**src/logic/timer_pkg.sv**
```systemverilog
// timer_pkg: shared constants, channel mode decode and register helpers
// assumes a single system clock and 32-bit register words on the bus
package timer_pkg;

  localparam int NCH = 6;
  localparam int NFILT = 4;
  localparam int CW = 16;
  localparam int AW = 12;
  localparam int CFG_W = 12;
  localparam int CTRL_W = 5;
  localparam int PSC_W = 7;
  localparam int FV_W = 4;

  // register byte offsets
  localparam logic [AW-1:0] OFF_CTRL = 12'h000;
  localparam logic [AW-1:0] OFF_COUNT = 12'h004;
  localparam logic [AW-1:0] OFF_INIT = 12'h008;
  localparam logic [AW-1:0] OFF_FINAL = 12'h00C;
  localparam logic [AW-1:0] OFF_FLAGS = 12'h010;
  // channel n: config at 0x40 + 8n, value at 0x44 + 8n
  localparam logic [5:0] CHAN_PAGE = 6'h01;
  localparam int CHAN_SEL_LSB = 3;
  localparam int CHAN_VAL_BIT = 2;

  // control register fields
  localparam int CTRL_EN = 0;
  localparam int CTRL_PS_LSB = 1;
  localparam int CTRL_PS_W = 3;
  localparam int CTRL_CAS = 4;

  // channel config fields
  localparam int CFG_ELA = 0;
  localparam int CFG_ELB = 1;
  localparam int CFG_MSA = 2;
  localparam int CFG_MSB = 3;
  localparam int CFG_IE = 4;
  localparam int CFG_DEC = 5;
  localparam int CFG_COMB = 6;
  localparam int CFG_FV_LSB = 8;

  localparam logic [CTRL_W-1:0] CTRL_RST = 5'h00;
  localparam logic [CFG_W-1:0] CFG_RST = 12'h000;
  localparam logic [CW-1:0] CNT_RST = 16'h0000;
  localparam logic [CW-1:0] FINAL_RST = 16'hFFFF;

  // filter counter runs on the system clock divided by this
  localparam int FILT_DIV = 4;
  localparam logic [1:0] FILT_DIV_LAST = 2'(FILT_DIV - 1);

  localparam logic [1:0] RESP_OKAY = 2'h0;
  localparam logic [1:0] RESP_SLVERR = 2'h2;

  typedef enum logic [1:0] {MODE_IDLE, MODE_CAPTURE, MODE_COMPARE, MODE_EPWM} mode_t;

  function automatic mode_t chan_mode(input logic [CFG_W-1:0] cfg, input logic cas);
    chan_mode = MODE_IDLE;
    if (!cfg[CFG_DEC] && !cfg[CFG_COMB] && !cas) begin
      if (cfg[CFG_MSB])
        chan_mode = MODE_EPWM;
      else if (cfg[CFG_MSA])
        chan_mode = MODE_COMPARE;
      else if (cfg[CFG_ELB] || cfg[CFG_ELA])
        chan_mode = MODE_CAPTURE;
    end
  endfunction : chan_mode

  function automatic logic [31:0] wmerge(input logic [31:0] old, input logic [31:0] data,
                                         input logic [3:0] strb);
    for (int i = 0; i < 4; i++)
      wmerge[i*8 +: 8] = strb[i] ? data[i*8 +: 8] : old[i*8 +: 8];
  endfunction : wmerge

  function automatic logic reg_hit(input logic [AW-1:0] addr);
    logic [AW-1:0] a;
    a = {addr[AW-1:2], 2'h0};
    reg_hit = (a == OFF_CTRL) || (a == OFF_COUNT) || (a == OFF_INIT) ||
              (a == OFF_FINAL) || (a == OFF_FLAGS) ||
              ((a[AW-1:6] == CHAN_PAGE) && (int'(a[5:3]) < NCH));
  endfunction : reg_hit

  function automatic logic [31:0] reg_read(input logic [AW-1:0] addr,
                                           input logic [CTRL_W-1:0] ctrl,
                                           input logic [CW-1:0] count,
                                           input logic [CW-1:0] init,
                                           input logic [CW-1:0] fin,
                                           input logic [NCH-1:0] flags,
                                           input logic [NCH-1:0][CFG_W-1:0] cfgv,
                                           input logic [NCH-1:0][CW-1:0] valv);
    logic [2:0] idx;
    logic [AW-1:0] a;
    idx = addr[5:3];
    a = {addr[AW-1:2], 2'h0};
    reg_read = 32'h0000_0000;
    if ((a[AW-1:6] == CHAN_PAGE) && (int'(idx) < NCH))
      reg_read = a[CHAN_VAL_BIT] ? 32'(valv[idx]) : 32'(cfgv[idx]);
    else if (a == OFF_CTRL)
      reg_read = 32'(ctrl);
    else if (a == OFF_COUNT)
      reg_read = 32'(count);
    else if (a == OFF_INIT)
      reg_read = 32'(init);
    else if (a == OFF_FINAL)
      reg_read = 32'(fin);
    else if (a == OFF_FLAGS)
      reg_read = 32'(flags);
  endfunction : reg_read

endpackage : timer_pkg

```
**src/logic/filter_if.sv**
```systemverilog
// filter_if: link between a channel and its input glitch filter
// assumes both ends share aclk and aresetn
interface filter_if (
  input wire logic aclk,
  input wire logic aresetn
);
  logic sample;
  logic tick;
  logic [timer_pkg::FV_W-1:0] fval;
  logic filt;

  modport chan_mp (output sample, output tick, output fval, input filt);
  modport filter_mp (input aclk, input aresetn, input sample, input tick, input fval,
                     output filt);
endinterface : filter_if

```
**src/logic/glitch_filter.sv**
```systemverilog
// glitch_filter: validates a synchronised level after it holds fval filter ticks
// assumes sample is already synchronised and tick pulses once per four clocks
module glitch_filter (
  filter_if.filter_mp f
);
  logic [timer_pkg::FV_W-1:0] cnt_r;
  logic [timer_pkg::FV_W-1:0] cnt_nxt;
  logic last_r;
  logic filt_r;
  logic restart;

  assign cnt_nxt = cnt_r + 4'h1;
  // a change of state, or no pending change, keeps the counter at zero
  assign restart = (f.sample != last_r) || (f.sample == filt_r);
  assign f.filt = filt_r;

  always_ff @(posedge f.aclk) begin
    if (!f.aresetn) begin
      cnt_r <= 4'h0;
      last_r <= 1'b0;
      filt_r <= 1'b0;
    end else begin
      last_r <= f.sample;
      if (restart) begin
        cnt_r <= 4'h0;
      end else if (f.tick) begin
        cnt_r <= cnt_nxt;
        if (cnt_nxt == f.fval)
          filt_r <= f.sample;
      end
    end
  end
endmodule : glitch_filter

```
**src/logic/timer_core.sv**
```systemverilog
// timer_core: shared 16-bit up counter with capture, compare and edge pwm channels
// assumes AXI4-Lite master on aclk; channel pins may be asynchronous, two-stage synchronised inside
// Summary of operation
// - capture: all special modes off, mode 00, edge nonzero
// - selected edge copies counter, sets flag, interrupt
// - capture is edge sensitive, edge bits pick polarity
// - value writes ignored while capturing
// - debug halt freezes counter, capture still works
// - unfiltered flag set third clock after edge
// - glitch filter only on channels zero to three
// - filter counter restarts on change, validates at value
// - pulses shorter than value times four dropped
// - zero filter value bypasses filter
// - filtered flag after four plus four times value
// - filter counter steps on clock divided by four
// - compare: special modes off, mode 01
// - compare match sets, clears or toggles output
// - toggle keeps old level until first match
// - match sets flag; edge 00 leaves pin undriven
// - edge pwm: special modes off, mode high bit
// - period final minus initial plus one; flag ends pulse
// - high-true: high at reload, low at match
// - low-true: low at reload, high at match
// - value zero gives 0%, above final 100%, no flag
// - value equal initial 0%, below initial 100%
// - one 16-bit counter shared by all channels
// - count initial to final, reload marks overflow
// - everything runs on the one system clock
//
// Decided for this implementation: the register addresses and the AXI4-Lite register port.
module timer_core (
  input wire logic aclk,
  input wire logic aresetn,
  input wire logic [timer_pkg::AW-1:0] awaddr,
  input wire logic awvalid,
  output logic awready,
  input wire logic [31:0] wdata,
  input wire logic [3:0] wstrb,
  input wire logic wvalid,
  output logic wready,
  output logic [1:0] bresp,
  output logic bvalid,
  input wire logic bready,
  input wire logic [timer_pkg::AW-1:0] araddr,
  input wire logic arvalid,
  output logic arready,
  output logic [31:0] rdata,
  output logic [1:0] rresp,
  output logic rvalid,
  input wire logic rready,
  input wire logic debug_halt,
  input wire logic [timer_pkg::NCH-1:0] channel_pin_in,
  output logic [timer_pkg::NCH-1:0] channel_pin_out,
  output logic [timer_pkg::NCH-1:0] channel_pin_oe_n,
  output logic [timer_pkg::NCH-1:0] channel_irq
);
  localparam int NCH = timer_pkg::NCH;
  localparam int CW = timer_pkg::CW;

  // bus slave state
  logic [timer_pkg::AW-1:0] aw_addr_r;
  logic aw_have_r;
  logic [31:0] w_data_r;
  logic [3:0] w_strb_r;
  logic w_have_r;
  logic bvalid_r;
  logic [1:0] bresp_r;
  logic rvalid_r;
  logic [31:0] rdata_r;
  logic [1:0] rresp_r;

  // timer state
  logic [timer_pkg::CTRL_W-1:0] ctrl_r;
  logic [CW-1:0] count_r;
  logic [CW-1:0] initial_count_r;
  logic [CW-1:0] final_count_r;
  logic [timer_pkg::PSC_W-1:0] psc_r;
  logic [1:0] fdiv_r;

  logic [NCH-1:0] flags;
  logic [NCH-1:0][timer_pkg::CFG_W-1:0] cfgv;
  logic [NCH-1:0][CW-1:0] valv;

  // write decode
  wire do_wr = aw_have_r && w_have_r && !bvalid_r;
  wire [timer_pkg::AW-1:0] wa = {aw_addr_r[timer_pkg::AW-1:2], 2'h0};
  wire wr_hit = timer_pkg::reg_hit(aw_addr_r);
  wire [31:0] wr_old = timer_pkg::reg_read(aw_addr_r, ctrl_r, count_r, initial_count_r,
                                           final_count_r, flags, cfgv, valv);
  wire [31:0] wr_word = timer_pkg::wmerge(wr_old, w_data_r, w_strb_r);
  wire wr_ctrl = do_wr && (wa == timer_pkg::OFF_CTRL);
  wire wr_count = do_wr && (wa == timer_pkg::OFF_COUNT);
  wire wr_init = do_wr && (wa == timer_pkg::OFF_INIT);
  wire wr_final = do_wr && (wa == timer_pkg::OFF_FINAL);
  wire wr_flags = do_wr && (wa == timer_pkg::OFF_FLAGS);
  wire wr_chan = do_wr && (wa[timer_pkg::AW-1:6] == timer_pkg::CHAN_PAGE);
  wire [2:0] wr_idx = wa[5:timer_pkg::CHAN_SEL_LSB];
  wire wr_is_val = wa[timer_pkg::CHAN_VAL_BIT];
  // flags clear on written ones of the low lane only
  wire [NCH-1:0] flag_clr = (wr_flags && w_strb_r[0]) ? w_data_r[NCH-1:0] : '0;

  // read decode
  wire rd_take = arvalid && !rvalid_r;
  wire rd_hit = timer_pkg::reg_hit(araddr);
  wire [31:0] rd_word = timer_pkg::reg_read(araddr, ctrl_r, count_r, initial_count_r,
                                            final_count_r, flags, cfgv, valv);

  assign awready = !aw_have_r;
  assign wready = !w_have_r;
  assign bvalid = bvalid_r;
  assign bresp = bresp_r;
  assign arready = !rvalid_r;
  assign rvalid = rvalid_r;
  assign rdata = rdata_r;
  assign rresp = rresp_r;

  always_ff @(posedge aclk) begin
    if (!aresetn) begin
      aw_have_r <= 1'b0;
      aw_addr_r <= 12'h000;
      w_have_r <= 1'b0;
      w_data_r <= 32'h0000_0000;
      w_strb_r <= 4'h0;
      bvalid_r <= 1'b0;
      bresp_r <= timer_pkg::RESP_OKAY;
    end else begin
      if (awvalid && !aw_have_r) begin
        aw_have_r <= 1'b1;
        aw_addr_r <= awaddr;
      end
      if (wvalid && !w_have_r) begin
        w_have_r <= 1'b1;
        w_data_r <= wdata;
        w_strb_r <= wstrb;
      end
      if (do_wr) begin
        aw_have_r <= 1'b0;
        w_have_r <= 1'b0;
        bvalid_r <= 1'b1;
        bresp_r <= wr_hit ? timer_pkg::RESP_OKAY : timer_pkg::RESP_SLVERR;
      end else if (bvalid_r && bready) begin
        bvalid_r <= 1'b0;
      end
    end
  end

  always_ff @(posedge aclk) begin
    if (!aresetn) begin
      rvalid_r <= 1'b0;
      rdata_r <= 32'h0000_0000;
      rresp_r <= timer_pkg::RESP_OKAY;
    end else if (rd_take) begin
      rvalid_r <= 1'b1;
      rdata_r <= rd_word;
      rresp_r <= rd_hit ? timer_pkg::RESP_OKAY : timer_pkg::RESP_SLVERR;
    end else if (rvalid_r && rready) begin
      rvalid_r <= 1'b0;
    end
  end

  // shared counter and prescaler
  wire [timer_pkg::CTRL_PS_W-1:0] ps_sel = ctrl_r[timer_pkg::CTRL_PS_LSB +: timer_pkg::CTRL_PS_W];
  wire [timer_pkg::PSC_W-1:0] psc_top = 7'((8'h01 << ps_sel) - 8'h01);
  wire cas = ctrl_r[timer_pkg::CTRL_CAS];
  // debug halt freezes the count while capture keeps sampling it
  wire run = ctrl_r[timer_pkg::CTRL_EN] && !debug_halt;
  wire cnt_tick = run && (psc_r == psc_top);
  wire at_final = (count_r == final_count_r);
  wire overflow = cnt_tick && at_final;
  wire [CW-1:0] count_nxt = at_final ? initial_count_r : count_r + 16'h0001;
  wire filt_tick = (fdiv_r == timer_pkg::FILT_DIV_LAST);

  always_ff @(posedge aclk) begin
    if (!aresetn) begin
      ctrl_r <= timer_pkg::CTRL_RST;
      initial_count_r <= timer_pkg::CNT_RST;
      final_count_r <= timer_pkg::FINAL_RST;
    end else begin
      if (wr_ctrl)
        ctrl_r <= wr_word[timer_pkg::CTRL_W-1:0];
      if (wr_init)
        initial_count_r <= wr_word[CW-1:0];
      if (wr_final)
        final_count_r <= wr_word[CW-1:0];
    end
  end

  always_ff @(posedge aclk) begin
    if (!aresetn) begin
      count_r <= timer_pkg::CNT_RST;
      psc_r <= 7'h00;
      fdiv_r <= 2'h0;
    end else begin
      fdiv_r <= fdiv_r + 2'h1;
      if (wr_count) begin
        // any write restarts the period from the initial count
        count_r <= initial_count_r;
        psc_r <= 7'h00;
      end else if (cnt_tick) begin
        count_r <= count_nxt;
        psc_r <= 7'h00;
      end else if (run) begin
        psc_r <= psc_r + 7'h01;
      end
    end
  end

  // channels
  for (genvar n = 0; n < NCH; n++) begin : g_chan
    logic [timer_pkg::CFG_W-1:0] cfg_r;
    logic [CW-1:0] val_r;
    logic sync1_r;
    logic sync2_r;
    logic prev_r;
    logic flag_r;
    logic out_r;
    logic filt_in;
    timer_pkg::mode_t mode;

    wire ela = cfg_r[timer_pkg::CFG_ELA];
    wire elb = cfg_r[timer_pkg::CFG_ELB];
    wire [timer_pkg::FV_W-1:0] fval = cfg_r[timer_pkg::CFG_FV_LSB +: timer_pkg::FV_W];
    wire sel = wr_chan && (int'(wr_idx) == n);

    assign mode = timer_pkg::chan_mode(cfg_r, cas);

    if (n < timer_pkg::NFILT) begin : g_filt
      filter_if fif (.aclk(aclk), .aresetn(aresetn));
      assign fif.sample = sync2_r;
      assign fif.tick = filt_tick;
      assign fif.fval = fval;
      glitch_filter u_filt (.f(fif));
      // zero filter value takes the plain synchroniser path
      assign filt_in = (fval == 4'h0) ? sync2_r : fif.filt;
    end else begin : g_nofilt
      assign filt_in = sync2_r;
    end

    // edge detect after the two-stage synchroniser: unfiltered flag on the third edge
    wire rise = filt_in && !prev_r;
    wire fall = !filt_in && prev_r;
    wire cap_evt = (mode == timer_pkg::MODE_CAPTURE) && ((rise && ela) || (fall && elb));
    // match as the counter steps onto the value, so a pulse spans value minus initial
    wire match = cnt_tick && (count_nxt == val_r);
    wire zero_duty = (val_r == 16'h0000) || (val_r == initial_count_r);
    wire full_duty = (val_r > final_count_r) || (val_r < initial_count_r);
    wire pwm_part = !zero_duty && !full_duty;
    wire oc_set = (mode == timer_pkg::MODE_COMPARE) && match;
    wire pwm_set = (mode == timer_pkg::MODE_EPWM) && match && pwm_part;
    wire flag_set = cap_evt || oc_set || pwm_set;
    wire drives = ((mode == timer_pkg::MODE_COMPARE) || (mode == timer_pkg::MODE_EPWM)) &&
                  (ela || elb);

    always_ff @(posedge aclk) begin
      if (!aresetn) begin
        cfg_r <= timer_pkg::CFG_RST;
        val_r <= timer_pkg::CNT_RST;
      end else begin
        if (sel && !wr_is_val)
          cfg_r <= wr_word[timer_pkg::CFG_W-1:0];
        if (cap_evt)
          val_r <= count_r;
        else if (sel && wr_is_val && (mode != timer_pkg::MODE_CAPTURE))
          val_r <= wr_word[CW-1:0];
      end
    end

    always_ff @(posedge aclk) begin
      if (!aresetn) begin
        sync1_r <= 1'b0;
        sync2_r <= 1'b0;
        prev_r <= 1'b0;
        flag_r <= 1'b0;
      end else begin
        sync1_r <= channel_pin_in[n];
        sync2_r <= sync1_r;
        prev_r <= filt_in;
        // a new event beats a clear in the same cycle
        flag_r <= flag_set || (flag_r && !flag_clr[n]);
      end
    end

    always_ff @(posedge aclk) begin
      if (!aresetn) begin
        out_r <= 1'b0;
      end else if (mode == timer_pkg::MODE_COMPARE && match) begin
        unique case ({elb, ela})
          2'h1: out_r <= !out_r;
          2'h2: out_r <= 1'b0;
          2'h3: out_r <= 1'b1;
          default: out_r <= out_r;
        endcase
      end else if (mode == timer_pkg::MODE_EPWM && (ela || elb)) begin
        if (overflow)
          out_r <= zero_duty ? ela : !ela;
        else if (match && pwm_part)
          out_r <= ela;
      end
    end

    assign flags[n] = flag_r;
    assign cfgv[n] = cfg_r;
    assign valv[n] = val_r;
    assign channel_pin_out[n] = out_r;
    assign channel_pin_oe_n[n] = !drives;
    assign channel_irq[n] = flag_r && cfg_r[timer_pkg::CFG_IE];
  end

endmodule : timer_core

```
**config.mk**
```make
export PLATFORM = sky130hd
export DESIGN_NAME = timer_core
export DESIGN_NICKNAME = d
export VERILOG_FILES = /design/src/logic/timer_pkg.sv /design/src/logic/filter_if.sv /design/src/logic/glitch_filter.sv /design/src/logic/timer_core.sv
export SDC_FILE = /design/constraint.sdc
export NUM_CORES = 1
export LEC_CHECK = 0
export ABC_CLOCK_PERIOD_IN_PS = 2900
export BUFFER_PORTS_ARGS = -buffer_cell sky130_fd_sc_hd__clkbuf_2
export CORE_AREA = 2 2 250 252
export CTS_BUF_LIST = sky130_fd_sc_hd__clkbuf_16
export CTS_CLUSTER_DIAMETER = 200
export DETAILED_ROUTE_END_ITERATION = 7
export DIE_AREA = 0 0 252 254
export GPL_TIMING_DRIVEN = 1
export HOLD_SLACK_MARGIN = 0.1
export SLEW_MARGIN = 5
export SYNTH_ARGS = -nofsm -noshare
export SYNTH_HDL_FRONTEND = slang
export SYNTH_SLANG_ARGS = --single-unit
```
**constraint.sdc**
```tcl
create_clock -name aclk -period 2.9 [get_ports aclk]
set_input_delay 0.58 -clock aclk [delete_from_list [all_inputs] [get_ports aclk]]
set_output_delay 0.58 -clock aclk [all_outputs]
set_load 0.01 [all_outputs]
```
==> flow_summary_export.csv <==
group,metric,value,unit
timing,slew_violations,0,
synthesis,synth.distinct_cells,82,
pwr,power.total,10.9,mW
timing,hold_ws,0.180,ns
worst_setup_path,critPathSlowestCell,"or4_4",
detailed_routing,via_per_inst,6.47,
timing,tightest_slew,0.930,ns
synthesis,synth_edf_count,0,
synthesis,ys_seq_area_share,26.7,%
placement,placed_area,30700,um^2
timing,finalCritPeriodShare,114,%
worst_setup_path,crit_buf_inv,4,
synthesis,synth_top_area_cell,"dfxtp_1",
timing,hold_viol,0,
cells_and_area,area_growth,32.7,%
pwr,ir_drop,0.000434,V
synthesis,netlist_area,25000,um^2
grt,grt_pass1_wl,199,mm
placement,dp_slack,-0.765,ns
detailed_routing,vias,28800,
cells_and_area,final_nets,3909,
detailed_routing,wl_per_cell,32.1,um
status,status,"complete, but fails checks",
synthesis,synth_cells,3083,
synthesis,synth.area.top_cells,"dfxtp_1 27%, ha_1 10%, mux2i_1 6.2%",
grt,grt_max_degree,69,
clock_tree,cts_root_buf,"clkbuf_16",
cells_and_area,drive_gt1_share,27.8,%
die,num_io_pins,133,
detailed_routing,drtPass1Iterations,6,
timing,setup_tns,-3.56,ns
grt,track_usage,43.6,%
die,die_area,64000,um^2
cells_and_area,final_cells,4451,
synthesis,synthFlopType,"dfxtp_1",
timing,finalWorstSetupSlack,-0.403,ns
pwr,p_leak,13.6,nW
worst_setup_path,start_kind,"flop",
worst_setup_path,arrival,3.81,ns
timing,fin_skew,0.0321,ns
clock_tree,hold_buffers,0,
pwr,p_per_area,327,nW/um^2
synthesis,yosys_warnings,0,
detailed_routing,initialDrtViolationCount,3862,
worst_setup_path,critPathRequiredTime,3.41,ns
synthesis,synth-seq-cells,334,
placement,hpwlAfterDp,113,mm
worst_setup_path,crit_type,"reg -> reg",
placement,portBuffers,92,
worst_setup_path,slowest_delay,0.62,ns
die,rows,91,
clock_tree,clock_latency,0.60,ns
die,start_util,40.8,%
clock_tree,clkTransAtPathRegs,0.07,ns
detailed_routing,ant_nets,0,
worst_setup_path,cp_common_cell,"buf_4",
synthesis,netlist.area_leader.share,26.7,%
job,maxCapViolations,0,
cells_and_area,design_area,33200,um^2
clock_tree,cts_max_level,2,
worst_setup_path,worst-path-max-fanout,3,
grt,grt_pass1_vias,27100,
worst_setup_path,end_kind,"flop",
timing,fmax,303,MHz
timing,rsz0062_at_grt,"true",
worst_setup_path,cp_cell_sequence,"xor2_4 > nor4_4 > buf_4 > nand4_4 > buf_4 > buf_4 > mux2i_4 > xnor2_1 > or4_4 > nor4_4 > buf_4 > a21oi_1 > o21bai_1 > a21oi_2",
placement,gp_congestion,1.07,
synthesis,syn_avg_cell_area,8.11,um^2
min_path,hold_path_class,"in -> reg",
timing,finalSetupViolCount,12,
detailed_routing,totalWireLength,143,mm
die,die-width,252,um
clock_tree,clock_sinks,334,
grt,antenna_found_initial,5,
cells_and_area,fin_util,54.2,%
clock_tree,tritoncts,"done",
die,core,61300,um^2
placement,place_inst,4351,
synthesis,async_flop_share,0,%
clock_tree,cts_buffers,40,
detailed_routing,drc,0,
status,violations,"setup timing",
worst_setup_path,critPathTopFamily,"simple AND/OR/NAND/NOR gates",
timing,period_needed,3.30,ns
grt,grt_overflow,0,
timing,relSlewSlack,37.5,%
clock_tree,clock_path_buffers,3,
die,die_y,254,um
## worst reg2reg max path, cell delays in order, from the launching register on
cell and delay [ns]:
dfxtp_4 0.36, xor2_4 0.21, nor4_4 0.27, buf_4 0.16, nand4_4 0.14, buf_4 0.18, buf_4 0.14, mux2i_4 0.18
xnor2_1 0.16, or4_4 0.62, nor4_4 0.28, buf_4 0.17, a21oi_1 0.08, o21bai_1 0.17, a21oi_2 0.11
## layout make-up
type,count,area [um^2]
Clock inverter,29,246
Inverter,93,364
Antenna cell,5,12.5
Multi-Input combinational cell,2441,18000
Sequential cell,334,6710
Fill cell,5787,28100
Tap cell,790,988
Timing Repair Buffer,718,5830
Clock buffer,41,1030
## state kept, by name, indices dropped and copies added, names as in the netlist, 7 cells and up
signal / cells
g_chan.cfg_r: 72
psc_r: 7
w_data_r: 16
count_r: 16
g_chan.val_r: 96
g_chan.g_filt.u_filt.cnt_r: 16
initial_count_r: 16
aw_addr_r: 10
final_count_r: 16
rdata: 16
## per-layer routing
layer | track usage [%] | wire length, um | vias up
met5 | 0 | 196 | -
met4 | 25.9 | 10400 | 8
met3 | 12.2 | 17400 | 445
met2 | 63.3 | 58100 | 2026
met1 | 57.5 | 56800 | 13900
li1 | - | - | 12400
## cell usage in the layout (no fill, tap or decap), types with 28 or more instances in the layout
cell type	n
buf_4	555
nand2_1	386
dfxtp_1	324
a21oi_1	237
nor2_1	232
ha_1	206
mux2i_1	152
o21ai_0	140
a22oi_1	118
inv_1	98
clkbuf_2	91
xnor2_1	76
xor2_1	57
mux2_2	54
nand3_1	49
nand4_1	48
o211ai_1	43
buf_12	43
clkbuf_16	41
nor4_1	40
a221oi_1	39
a211oi_1	34
nor3_1	30
and2_1	29
mux4_2	28
## repair_timing
action                                  CTS  global route
buffers inserted                         20            12
resized for setup                       110            78
endpoints found under the setup margin   43           187
pin swaps                                51            41
gates cloned                              0             0
## synthesized netlist by cell type (22+ instances only)
master    instances
a211oi_1         39
a21oi_1         246
a221oi_1         40
a22oi_1         118
and2_1           29
buf_1            22
buf_4            25
clkbuf_1        173
dfxtp_1         334
ha_1            207
inv_1            90
mux2_2           59
mux2i_1         154
mux4_2           28
nand2_1         388
nand3_1          54
nand4_1          48
nor2_1          239
nor2b_1          25
nor3_1           36
nor4_1           66
o211ai_1         43
o21ai_0         145
o22ai_1          23
xnor2_1          90
xor2_1           65
## report_power, final
group	total (mW)	switching, mW	internal [mW]
logic	1.01	0.647	0.359
clock network	5.14	2.22	2.92
registers	4.72	0.0690	4.65
## cell families after synthesis
logic type,synth area share [%]
DFF,26.7
AOI/OAI and AO/OA,21.7
and+or+nand+nor,18.2
other,0.0150
buffers and inverters,5.41
muxes,12.1
xor gates and xnor gates,5.52
adders and majority gates,10.4
## final timing paths
check | from | end | slack [ns] | cells after the start
max | final_count_r[1] | g_chan[4].out_r | -0.40 | 14
min | rready | rvalid | 0.18 | 2
max reg2reg | final_count_r[1] | g_chan[4].out_r | -0.40 | 14
min reg2reg | fdiv_r[0] | fdiv_r[0] | 0.44 | 1
(Power assumes the default switching activity.)
